### src/ims_pkg.sv
// Constants, enumerations and carrier types for the instruction-set mode switch
package ims_pkg;

	// ========================================================================
	// Register offsets (byte addresses on the plain register port)
	localparam logic [4:0] REG_CTRL    = 5'h00;
	localparam logic [4:0] REG_CS_BASE = 5'h04;
	localparam logic [4:0] REG_CS_LIM  = 5'h08;
	localparam logic [4:0] REG_STATUS  = 5'h0c;
	localparam logic [4:0] REG_NIP_LO  = 5'h10;
	localparam logic [4:0] REG_NIP_HI  = 5'h14;
	localparam logic [4:0] REG_LIP     = 5'h18;

	// ========================================================================
	// Control register fields
	localparam int CTRL_BLOCK_BIT = 0;
	localparam int CTRL_PE_BIT    = 1;
	localparam int CTRL_VM_BIT    = 2;
	localparam int CTRL_CPL_LSB   = 4;
	localparam int CTRL_DPL_LSB   = 8;

	// Status register fields
	localparam int STAT_IS_BIT    = 0;
	localparam int STAT_MODE_LSB  = 1;
	localparam int STAT_FAULT_LSB = 4;

	// ========================================================================
	// Values after reset
	localparam logic [31:0] CTRL_RST    = 32'h0000_0000;
	localparam logic [31:0] CS_BASE_RST = 32'h0000_0000;
	localparam logic [31:0] CS_LIM_RST  = 32'hffff_ffff;
	localparam logic [63:0] NIP_RST     = 64'h0000_0000_0000_0000;
	localparam logic [31:0] LIP_RST     = 32'h0000_0000;

	// Target alignment mask and the 16-bit operand mask
	localparam logic [31:0] ALIGN_MASK  = 32'hffff_fff0;
	localparam logic [31:0] HALF_MASK   = 32'h0000_ffff;
	localparam logic [1:0]  GP_CODE     = 2'h0;

	// ========================================================================
	// Enumerations
	typedef enum logic [2:0] {
		OP_JUMP_ABS = 3'h0,
		OP_JUMP_IND = 3'h1,
		OP_CROSS    = 3'h2,
		OP_RETURN   = 3'h3,
		OP_INTR     = 3'h4
	} ims_op_type;

	typedef enum logic [1:0] {
		ST_NATIVE = 2'h0,
		ST_REAL   = 2'h1,
		ST_PROT   = 2'h2,
		ST_V86    = 2'h3
	} ims_state_type;

	typedef enum logic [2:0] {
		FLT_NONE      = 3'h0,
		FLT_BLOCKED   = 3'h1,
		FLT_LEGACY_FP = 3'h2,
		FLT_GEN_PROT  = 3'h3,
		FLT_INTERCEPT = 3'h4
	} ims_fault_code_type;

	// ========================================================================
	// Carriers
	typedef struct packed {
		logic        valid;
		ims_op_type  kind;
		logic [31:0] operand;
		logic        wide32;
		logic [63:0] branch_target;
		logic [63:0] resume_ip;
		logic        saved_is;
		logic        saved_pe;
		logic        saved_vm;
		logic        numeric_pending;
	} ims_op_req_type;

	typedef struct packed {
		logic        valid;
		logic [63:0] vaddr;
		logic        sys_res;
		logic        big_endian;
	} ims_ref_req_type;

	typedef struct packed {
		logic        valid;
		logic [63:0] vaddr;
		logic        translate;
		logic        little_endian;
		logic        seg_check;
	} ims_ref_out_type;

	typedef struct packed {
		logic               valid;
		ims_fault_code_type code;
		logic [1:0]         err_code;
	} ims_fault_type;

endpackage : ims_pkg

### src/ims_mode_switch.sv
// Instruction-set mode switch: mode state, transfer targets, faults, addressing
`timescale 1ns/1ps
`default_nettype none

// Overview of operation
// - One select bit; 1 means legacy instructions run, 0 means native.
// - Every interruption switches to the native instruction set.
// - Return from interruption resumes in the saved instruction set.
// - Native mode: no segment checks, no segment base, addresses virtual.
// - Native mode: full 64-bit addresses, all references translated.
// - Legacy mode: addresses in lowest 4G of region 0, still translated.
// - Legacy mode forces little-endian fetches and data references.
// - Legacy access to superseded system resources raises intercept fault unless a jump, return or interruption is in the same cycle.
// - Switch block bit set makes jump or cross raise a transition fault.
// - Return and interruption switch modes regardless of the block bit.
// - Absolute jump: pointer low half is displacement plus base, high zero.
// - Indirect jump: 16/32-bit register plus base, upper half zero.
// - Jump targets forced 16-byte aligned, within lowest 4G.
// - Pending legacy numeric exception nullifies jump, raises fp fault when the block bit is clear.
// - Switching instruction sets never changes privilege level.
// - Cross copies target low 32 bits, zeroes top; legacy pointer minus base.
// - Legacy pointer over limit or privilege violation gives general protection fault, error code 0.
// - Stack frame registers need not survive legacy execution.
// - Native writes into legacy code stream need not be observed.
// - Cross enters a legacy sub-mode, return does when saved_is is set; jump and interrupt leave.
module ims_mode_switch (
	input  wire logic                     i_clk,
	input  wire logic                     i_rst_n,
	input  wire logic                     i_ce,
	input  wire logic [4:0]               i_addr,
	input  wire logic [31:0]              i_wdata,
	input  wire logic                     i_wr,
	input  wire logic                     i_rd,
	output logic      [31:0]              o_rdata,
	input  wire ims_pkg::ims_op_req_type  i_op,
	input  wire ims_pkg::ims_ref_req_type i_ref,
	output logic                          o_is,
	output ims_pkg::ims_state_type        o_mode,
	output logic      [63:0]              o_nip,
	output logic      [31:0]              o_lip,
	output ims_pkg::ims_fault_type        o_fault,
	output ims_pkg::ims_ref_out_type      o_ref
);

	// ========================================================================
	// Reset release
	logic [1:0] rst_sync_q;
	logic       rst_n;

	always_ff @(posedge i_clk or negedge i_rst_n) begin
		if (!i_rst_n) begin
			rst_sync_q <= 2'h0;
		end else begin
			rst_sync_q <= {rst_sync_q[0], 1'b1};
		end
	end

	assign rst_n = rst_sync_q[1];

	// ========================================================================
	// Software registers
	logic [31:0] ctrl_q;
	logic [31:0] cs_base_q;
	logic [31:0] cs_lim_q;
	logic        wr_ctrl;
	logic        block;
	logic [1:0]  cpl;
	logic [1:0]  dpl;

	assign wr_ctrl = i_wr && (i_addr == ims_pkg::REG_CTRL);
	assign block   = ctrl_q[ims_pkg::CTRL_BLOCK_BIT];
	assign cpl     = ctrl_q[ims_pkg::CTRL_CPL_LSB +: 2];
	assign dpl     = ctrl_q[ims_pkg::CTRL_DPL_LSB +: 2];

	// Privilege is only ever written by software, never by a transition
	always_ff @(posedge i_clk or negedge rst_n) begin
		if (!rst_n) begin
			ctrl_q <= ims_pkg::CTRL_RST;
		end else if (i_ce && wr_ctrl) begin
			ctrl_q <= i_wdata;
		end
	end

	always_ff @(posedge i_clk or negedge rst_n) begin
		if (!rst_n) begin
			cs_base_q <= ims_pkg::CS_BASE_RST;
			cs_lim_q  <= ims_pkg::CS_LIM_RST;
		end else if (i_ce && i_wr) begin
			if (i_addr == ims_pkg::REG_CS_BASE) begin
				cs_base_q <= i_wdata;
			end
			if (i_addr == ims_pkg::REG_CS_LIM) begin
				cs_lim_q <= i_wdata;
			end
		end
	end

	// ========================================================================
	// Transfer decode
	ims_pkg::ims_state_type mode_q;
	ims_pkg::ims_state_type mode_d;
	ims_pkg::ims_state_type entry_mode;
	ims_pkg::ims_state_type resume_mode;
	logic        legacy;
	logic        is_jump;
	logic        is_cross;
	logic [31:0] jump_off;
	logic [31:0] jump_sum;
	logic [31:0] cross_lip;
	logic [63:0] nip_d;
	logic [31:0] lip_d;
	logic        upd_ip;
	ims_pkg::ims_fault_type fault_d;

	assign legacy   = (mode_q != ims_pkg::ST_NATIVE);
	assign is_jump  = i_op.valid && legacy &&
		((i_op.kind == ims_pkg::OP_JUMP_ABS) ||
		 (i_op.kind == ims_pkg::OP_JUMP_IND));
	assign is_cross = i_op.valid && !legacy &&
		(i_op.kind == ims_pkg::OP_CROSS);

	// Both jump forms take a 16- or 32-bit operand, widths agree
	assign jump_off = i_op.wide32 ? i_op.operand
		: (i_op.operand & ims_pkg::HALF_MASK);
	assign jump_sum = (jump_off + cs_base_q)
		& ims_pkg::ALIGN_MASK;
	assign cross_lip = i_op.branch_target[31:0] - cs_base_q;

	// Legacy sub-mode chosen from protection and v86 flags
	function automatic ims_pkg::ims_state_type pick_mode(
		input logic pe,
		input logic vm
	);
		if (!pe) begin
			pick_mode = ims_pkg::ST_REAL;
		end else if (!vm) begin
			pick_mode = ims_pkg::ST_PROT;
		end else begin
			pick_mode = ims_pkg::ST_V86;
		end
	endfunction : pick_mode

	assign entry_mode  = pick_mode(ctrl_q[ims_pkg::CTRL_PE_BIT],
		ctrl_q[ims_pkg::CTRL_VM_BIT]);
	assign resume_mode = pick_mode(i_op.saved_pe, i_op.saved_vm);

	always_comb begin
		mode_d  = mode_q;
		nip_d   = o_nip;
		lip_d   = o_lip;
		upd_ip  = 1'b0;
		fault_d = '{valid: 1'b0, code: ims_pkg::FLT_NONE,
			err_code: 2'h0};
		if (i_op.valid && (i_op.kind == ims_pkg::OP_INTR)) begin
			// Interruption wins over everything and ignores the block bit
			mode_d = ims_pkg::ST_NATIVE;
			nip_d  = i_op.resume_ip;
			upd_ip = 1'b1;
		end else if (i_op.valid && (i_op.kind == ims_pkg::OP_RETURN)) begin
			upd_ip = 1'b1;
			nip_d  = i_op.resume_ip;
			if (i_op.saved_is) begin
				mode_d = resume_mode;
				lip_d  = i_op.resume_ip[31:0] - cs_base_q;
			end else begin
				mode_d = ims_pkg::ST_NATIVE;
			end
		end else if ((is_jump || is_cross) && block) begin
			fault_d.valid = 1'b1;
			fault_d.code  = ims_pkg::FLT_BLOCKED;
		end else if (is_jump && i_op.numeric_pending) begin
			fault_d.valid = 1'b1;
			fault_d.code  = ims_pkg::FLT_LEGACY_FP;
		end else if (is_jump) begin
			mode_d = ims_pkg::ST_NATIVE;
			nip_d  = {32'h0000_0000, jump_sum};
			upd_ip = 1'b1;
		end else if (is_cross) begin
			mode_d = entry_mode;
			nip_d  = {32'h0000_0000, i_op.branch_target[31:0]};
			lip_d  = cross_lip;
			upd_ip = 1'b1;
			// The switch happens; the fault lands on the target instruction
			if ((cross_lip > cs_lim_q) || (cpl > dpl)) begin
				fault_d.valid    = 1'b1;
				fault_d.code     = ims_pkg::FLT_GEN_PROT;
				fault_d.err_code = ims_pkg::GP_CODE;
			end
		end else if (i_ref.valid && legacy && i_ref.sys_res) begin
			fault_d.valid = 1'b1;
			fault_d.code  = ims_pkg::FLT_INTERCEPT;
		end
	end

	// ========================================================================
	// Mode state; stack frame registers and code stream coherence are
	// deliberately left untracked across transitions
	always_ff @(posedge i_clk or negedge rst_n) begin
		if (!rst_n) begin
			mode_q <= ims_pkg::ST_NATIVE;
			o_is   <= 1'b0;
			o_mode <= ims_pkg::ST_NATIVE;
		end else if (i_ce) begin
			mode_q <= mode_d;
			o_is   <= (mode_d != ims_pkg::ST_NATIVE);
			o_mode <= mode_d;
		end
	end

	always_ff @(posedge i_clk or negedge rst_n) begin
		if (!rst_n) begin
			o_nip <= ims_pkg::NIP_RST;
			o_lip <= ims_pkg::LIP_RST;
		end else if (i_ce && upd_ip) begin
			o_nip <= nip_d;
			o_lip <= lip_d;
		end
	end

	always_ff @(posedge i_clk or negedge rst_n) begin
		if (!rst_n) begin
			o_fault <= '{valid: 1'b0, code: ims_pkg::FLT_NONE,
				err_code: 2'h0};
		end else if (i_ce) begin
			o_fault <= fault_d;
		end
	end

	// ========================================================================
	// Address path; every reference except a legacy superseded-resource access goes to translation
	ims_pkg::ims_ref_out_type ref_d;

	always_comb begin
		ref_d.valid     = i_ref.valid && !(legacy && i_ref.sys_res);
		ref_d.translate = 1'b1;
		if (legacy) begin
			ref_d.vaddr = {32'h0000_0000,
				i_ref.vaddr[31:0] + cs_base_q};
			ref_d.little_endian = 1'b1;
			ref_d.seg_check     = 1'b1;
		end else begin
			ref_d.vaddr         = i_ref.vaddr;
			ref_d.little_endian = !i_ref.big_endian;
			ref_d.seg_check     = 1'b0;
		end
	end

	always_ff @(posedge i_clk or negedge rst_n) begin
		if (!rst_n) begin
			o_ref <= '0;
		end else if (i_ce) begin
			o_ref <= ref_d;
		end
	end

	// ========================================================================
	// Read port
	logic [31:0] rdata_d;
	logic [31:0] status;

	assign status = {25'h0, o_fault.code, 1'b0, o_mode, o_is};

	always_comb begin
		case (i_addr)
			ims_pkg::REG_CTRL:    rdata_d = ctrl_q;
			ims_pkg::REG_CS_BASE: rdata_d = cs_base_q;
			ims_pkg::REG_CS_LIM:  rdata_d = cs_lim_q;
			ims_pkg::REG_STATUS:  rdata_d = status;
			ims_pkg::REG_NIP_LO:  rdata_d = o_nip[31:0];
			ims_pkg::REG_NIP_HI:  rdata_d = o_nip[63:32];
			ims_pkg::REG_LIP:     rdata_d = o_lip;
			default:              rdata_d = 32'h0000_0000;
		endcase
	end

	always_ff @(posedge i_clk or negedge rst_n) begin
		if (!rst_n) begin
			o_rdata <= 32'h0000_0000;
		end else if (i_ce) begin
			o_rdata <= i_rd ? rdata_d : 32'h0000_0000;
		end
	end
endmodule : ims_mode_switch

`default_nettype wire

### config.mk
export PLATFORM = sky130hd
export DESIGN_NAME = ims_mode_switch
export DESIGN_NICKNAME = d
export VERILOG_FILES = /design/src/ims_pkg.sv /design/src/ims_mode_switch.sv
export SDC_FILE = /design/constraint.sdc
export NUM_CORES = 1
export LEC_CHECK = 0
export ABC_AREA = 1
export BUFFER_PORTS_ARGS = -buffer_cell sky130_fd_sc_hd__buf_2
export CELL_PAD_IN_SITES_DETAIL_PLACEMENT = 1
export CELL_PAD_IN_SITES_GLOBAL_PLACEMENT = 2
export CORE_ASPECT_RATIO = 0.7
export CORE_UTILIZATION = 33
export CTS_BUF_LIST = sky130_fd_sc_hd__clkbuf_8
export CTS_CLUSTER_DIAMETER = 120
export DETAILED_ROUTE_END_ITERATION = 10
export GPL_TIMING_DRIVEN = 0
export PLACE_DENSITY = 0.92
export RECOVER_POWER = 50
export SLEW_MARGIN = 20
export SYNTH_ARGS = -nofsm -noshare
export SYNTH_HDL_FRONTEND = slang
export SYNTH_SLANG_ARGS = --single-unit
### constraint.sdc
create_clock -name i_clk -period 19 [get_ports i_clk]
set_clock_uncertainty 0.1 [all_clocks]
set_input_delay 3.8 -clock i_clk [delete_from_list [all_inputs] [get_ports i_clk]]
set_output_delay 3.8 -clock i_clk [all_outputs]
set_load 0.05 [all_outputs]
==> results.cfg, run 1 <==
[run_status]
status = complete, but fails checks
failed_checks = capacitance limit, slew limit

[yosys]
synth_edf_count = 0
synth-seq-cells = 301
ys_types = 49
yosys_warnings = 0
synth_top_area_frac = 0.295
async_flop_share = 1.00
synth_seq_area_share = 0.332
synthCells = 3392
syn_area_per_cell_sq_um = 6.73
netlist_area_sq_mm = 0.0228
synth_ff_type = dfrtp_1
yosysTopAreaCell = dfrtp_1
synthTopCellsByArea = dfrtp_1 30%, nand2_1 16%, ha_1 8.6%

[clocking]
cts_buffer_depth = 3
numCtsBuffers = 52
post_cts_resized = 0
clk_latency_ns = 0.70
cts_tree = yes
postCtsSetupBuffers = 0
holdBufCountCts = 0
htreeDepth = 2
root_buffer = clkbuf_8
cts.reportedPaths.clkPinSlew_ns = 0.07
cts.sinks = 301

[floorplanning]
rows = 80
core_area_sq_mm = 0.0683
start_util = 0.334
io_pins = 483
fp.dieH_microns = 222
die_w_microns = 316
die_area_sq_mm = 0.0702

[placed_design]
gp_congestion = 1.02
hpwlAfterDp_microns = 101000
dp_slack_ns = 10.62
place.port_buffers = 445

[timing]
fmax_mhz = 126
min_period_ns = 7.96
worst_slack_ns = 11.04
period_share = 0.419
worst_slew_pin_slew_ns = 3.06
timing.setup.tns_ns = 0
hold_slack_ns = 0.0806
slew_viol_final = 300
rsz0062_at_grt = false
finalHoldViolCount = 0
max_slew_margin = -1.04
setup_viol = 0

[pwr]
power_density_mw_per_mm2 = 103
p_leak_nw = 14.2
peakVddDrop_v = 0.0000618
total_power_mw = 2.81

[grt]
grt.overflow.total = 0
antenna_found_initial = 5
grt_pass1_wl_microns = 171000
grt_pass1_vias = 25358
grtUsageTotal = 0.333
grt_start_max_net_pins = 56

[finish]
nets = 4336
final_common_cell = nand2_1
final_cell_mix = 999 x nand2_1, 491 x inv_1, 378 x buf_2
syn2layout_area_growth_pct = 19.6
drive_gt1_frac = 0.131
n_fill_cell = 9098

[worst_setup_path]
timing_worst_setup_path_type = in2reg
worst-path-stages = 26
cp_top_family = simple AND/OR/NAND/NOR gates
reg2reg_depth = 3
crit_fanout = 3
cp_num_buf_inv = 3
critPathLaunchType = input pin
path_common_cell = nand2_1
arrival_ns = 8.43
end_kind = flop
cp_slowest_stage_delay_ns = 0.85
slowest_stage = nor4_1
cp_data_required_time_ns = 19.47

[run]
cap_viol_max_count = 6

[detailed_routing]
wl_microns = 119000
first_pass_iters = 6
post_drt_wl_per_cell_microns = 24.5
ant_nets = 0
drt_iter0_drc = 2615
via_per_inst = 5.43
drc = 0
via_count = 26335

[min_path]
min_path_type = reg2async
synthesized netlist by cell type, types with 4 or more instances:
cell type / number
nor2_1: 244
dfrtp_1: 269
nand4_1: 25
xnor2_1: 13
o22ai_1: 28
o211ai_1: 22
inv_2: 5
a21o_1: 6
a211oi_1: 20
buf_1: 5
buf_2: 16
inv_1: 475
o221ai_1: 24
o21ai_0: 287
clkbuf_1: 83
nand2_1: 999
o21ai_1: 12
or2_2: 4
dfstp_2: 32
nor3_1: 31
nand3_1: 258
nor4_1: 10
a31oi_1: 7
o21a_1: 24
xor2_1: 31
buf_4: 4
a21oi_1: 215
ha_1: 157
a22o_1: 38
o21bai_1: 15
worst paths after layout:
path / endpoint / from / slack (ns)
setup / recovery: o_fault[2] / i_op[68] / 11.04
hold / removal: o_ref[54] / rst_sync_q[1] / 0.08
setup reg to reg: o_nip[54] / rst_sync_q[1] / 11.30
hold reg to reg: o_ref[54] / rst_sync_q[1] / 0.08
max in group asynchronous: o_nip[54] / rst_sync_q[1] / 11.30
min in group i_clk: rst_sync_q[1] / rst_sync_q[0] / 0.27
layer usage:
| metal | up-vias | GRT usage | share of wire |
|---|---|---|---|
| met5 | - | 0.0158 | 0.0014 |
| li1 | 12177 | - | - |
| met4 | 4 | 0.0927 | 0.027 |
| met1 | 12780 | 0.478 | 0.45 |
| met2 | 1212 | 0.467 | 0.40 |
| met3 | 162 | 0.113 | 0.12 |
logic make-up (layout without fill, tap and decap cells):
| kind of cell | after synthesis | in the layout | synth area share |
|---|---|---|---|
| XOR/XNOR | 44 | 44 | 0.0169 |
| other | 2 | 8 | 0.000329 |
| AND/OR/NAND/NOR | 1585 | 1585 | 0.284 |
| AO/OA/AOI/OAI | 710 | 710 | 0.179 |
| adder cells (fa/ha/maj) | 160 | 160 | 0.0887 |
| buffers and inverters | 590 | 1139 | 0.0993 |
| flip-flops | 301 | 301 | 0.332 |
sequential cells by signal (all words and copies together), names as in the netlist:
signal	count
cs_base_q	32
cs_lim_q	32
ctrl_q	32
mode_q	2
o_fault	4
o_is	1
o_lip	32
o_nip	64
o_rdata	32
o_ref	68
rst_sync_q	2
layout make-up:
type	instances	area [sq um]	area share
Antenna cell	5	12.5	0.000459
Buffer	110	463	0.0170
Clock buffer	69	950	0.0348
Clock inverter	29	211	0.00775
Inverter	480	1800	0.0661
Multi-Input combinational cell	2502	13000	0.476
Sequential cell	301	7570	0.278
Tap cell	902	1130	0.0414
Timing Repair Buffer	451	2150	0.0787
power by group:
part,switching (mW),internal (mW),total (mW),leakage (nW)
registers,0.104,0.756,0.860,3.78
clock network,0.328,0.367,0.695,0.659
logic,0.933,0.319,1.25,9.74
total,1.36,1.44,2.81,14.2
stage by stage:
| step | util | instances | instance area [sq um] |
|---|---|---|---|
| finish | 0.400 | 4849 | 27300 |
| global route | 0.400 | 4848 | 27300 |
| CTS | 0.403 | 4844 | 27500 |
| detailed placement | 0.386 | 4746 | 26300 |
| global placement | 0.383 | 4740 | 26200 |
| floorplan | - | 3393 | 22800 |
Power figures use the tool's default switching activity.
==> run 2: changes to the inputs <==
--- a/config.mk
+++ b/config.mk
@@ -10,12 +10,12 @@
 export CELL_PAD_IN_SITES_DETAIL_PLACEMENT = 1
 export CELL_PAD_IN_SITES_GLOBAL_PLACEMENT = 2
 export CORE_ASPECT_RATIO = 0.7
-export CORE_UTILIZATION = 33
+export CORE_UTILIZATION = 31
 export CTS_BUF_LIST = sky130_fd_sc_hd__clkbuf_8
 export CTS_CLUSTER_DIAMETER = 120
 export DETAILED_ROUTE_END_ITERATION = 10
 export GPL_TIMING_DRIVEN = 0
-export PLACE_DENSITY = 0.92
+export PLACE_DENSITY = 0.87
 export RECOVER_POWER = 50
 export SLEW_MARGIN = 20
 export SYNTH_ARGS = -nofsm -noshare
==> constraint.sdc (replaced) <==
create_clock -name i_clk -period 7.8 [get_ports i_clk]
set_clock_uncertainty 0.1 [all_clocks]
set_input_delay 1.56 -clock i_clk [delete_from_list [all_inputs] [get_ports i_clk]]
set_output_delay 1.56 -clock i_clk [all_outputs]
set_load 0.05 [all_outputs]
==> run 2 against run 1 <==
Against the previous run:
- the run still ends with capacitance limit, slew limit left
- utilization fell by 2.0 points
- critical path depth unchanged
- design area is 0.49% higher
==> results.cfg, run 2 (synthesized netlist as in run 1, its figures left out) <==
[worst_setup_path]
arrival_ns = 6.18
reg2reg_depth = 23
r2r_end = o_fault[2]
cp_data_required_time_ns = 8.28
reg2reg_slack_ns = 2.40
timing_worst_setup_path_type = in2reg
critPathLaunchType = input pin
r2r-start = cs_base_q[1]
crit_fanout = 3
end_kind = flop

[floorplanning]
rows = 82
io_pins = 483
die_w_microns = 326
core_area_sq_mm = 0.0722
fp.dieH_microns = 229
die_area_sq_mm = 0.0747
start_util = 0.316

[finish]
final_util = 0.379
top_regs = o_ref (68), o_nip (64)
final_common_cell = nand2_1
largest_reg_flops = 68
nets = 4337
final_cell_mix = 999 x nand2_1, 498 x inv_1, 387 x buf_2
max_flop_register = o_ref
drive_gt1_frac = 0.133
syn2layout_area_growth_pct = 20.2

[min_path]
min_to = rst_sync_q[1]
hold_path.startpoint = rst_sync_q[0]
min_path_type = reg2reg
hold_path_depth = 0

[detailed_routing]
via_count = 25916
post_drt_wl_per_cell_microns = 24.7
wl_microns = 121000
ant_nets = 0
drc = 0
drt_iter0_drc = 2758
first_pass_iters = 5
via_per_inst = 5.27

[timing]
hold_slack_ns = 0.268
setup_viol = 0
fmax_mhz = 176
rsz0062_at_grt = false
finalHoldViolCount = 0
timing.setup.tns_ns = 0
worst_slew_pin_slew_ns = 3.01
max_slew_margin = -1.00
slew_viol_final = 203
min_period_ns = 5.70
period_share = 0.730

[clocking]
clk_latency_ns = 0.71
post_cts_resized = 0
numCtsBuffers = 54
holdBufCountCts = 0
cts.reportedPaths.clkPinSlew_ns = 0.06
cts_buffer_depth = 3
root_buffer = clkbuf_8
htreeDepth = 2
cts_tree = yes
cts.sinks = 301
postCtsSetupBuffers = 0

[grt]
grt_pass1_wl_microns = 173000
grt_pass1_vias = 24822
grtUsageTotal = 0.318
grt_start_max_net_pins = 54
antenna_found_initial = 8
grt.overflow.total = 0

[pwr]
total_power_mw = 6.82
power_density_mw_per_mm2 = 249
peakVddDrop_v = 0.000132
p_leak_nw = 14.3

[placed_design]
hpwlAfterDp_microns = 104000
place.port_buffers = 445
gp_congestion = 0.988

[run_status]
failed_checks = capacitance limit, slew limit
status = complete, but fails checks

[run]
cap_viol_max_count = 4
[run 2: cell types whose count changed in the layout (fill, tap and decap cells not counted), sizes merged]
cell,change
clkbuf,-11
bufinv,-1
inv,+6
clkinv,-3
clkinvlp,-1
diode,+2
buf,+11
[run 2: layout make-up]
class / instances / area (sq um)
clock buffer: 70 / 963
clock inverter: 30 / 195
tap: 966 / 1210
buffer: 110 / 465
inverter: 480 / 1800
timing repair buffer: 450 / 2200
antenna: 7 / 17.5
sequential: 301 / 7570
multi-input combinational: 2502 / 13000
fill: 9564 / 44800
[run 2: through the flow]
stage                     area (sq um)  std cells  setup WS [ns]
after floorplan                  22800       3393           2.80
after global placement           26300       4804          0.479
after detailed placement         26400       4809           1.68
after CTS                        27600       4909           2.42
after global routing             27400       4912           1.84
final                            27400       4916           2.10
[run 2: where the power goes]
group	leakage (nW)	internal (mW)	total (mW)	switching [mW]
Sequential	3.78	1.84	2.09	0.248
Combinational	9.80	0.781	3.07	2.29
Clock	0.678	0.871	1.66	0.791
Total	14.3	3.50	6.82	3.33
[run 2: how the worst max path moves through the flow]
stage	start	end	slack [ns]
after CTS	i_op[68]	o_fault[2]	2.42
after global routing	i_op[68]	o_fault[5]	1.84
final	i_op[68]	o_fault[2]	2.10
after detailed placement	i_op[68]	o_fault[2]	1.68
after floorplan	rst_sync_q[1]	cs_base_q[0]	2.80
after global placement	rst_sync_q[1]	o_nip[57]	0.48
[run 2: routing by layer]
layer,global-route usage,part of all wire,vias to the layer above
met4,0.0577,0.015,2
li1,-,-,12152
met2,0.452,0.41,1042
met3,0.0970,0.11,103
met5,0,0.000091,-
met1,0.469,0.47,12617
[run 2: critical path, stage by stage]
cell and delay, ns:
buf_2 0.11, inv_1 0.04, ha_1 0.18, inv_1 0.08, fa_1 0.25, nand2_1 0.07, nand2_1 0.06, o21ai_0 0.20
o21ai_0 0.59, nand2_1 0.18, nand2_1 0.19, nand2_1 0.23, nand3_1 0.19, nand2_1 0.07, ha_1 0.27, nand2_1 0.07
nor2_1 0.17, nand2_1 0.15, nor4_1 0.73, nand3b_1 0.16, nand2_1 0.16, nand2_1 0.13, nand2_1 0.14, nand2_1 0.06
nand2_1 0.06, nand2_1 0.06
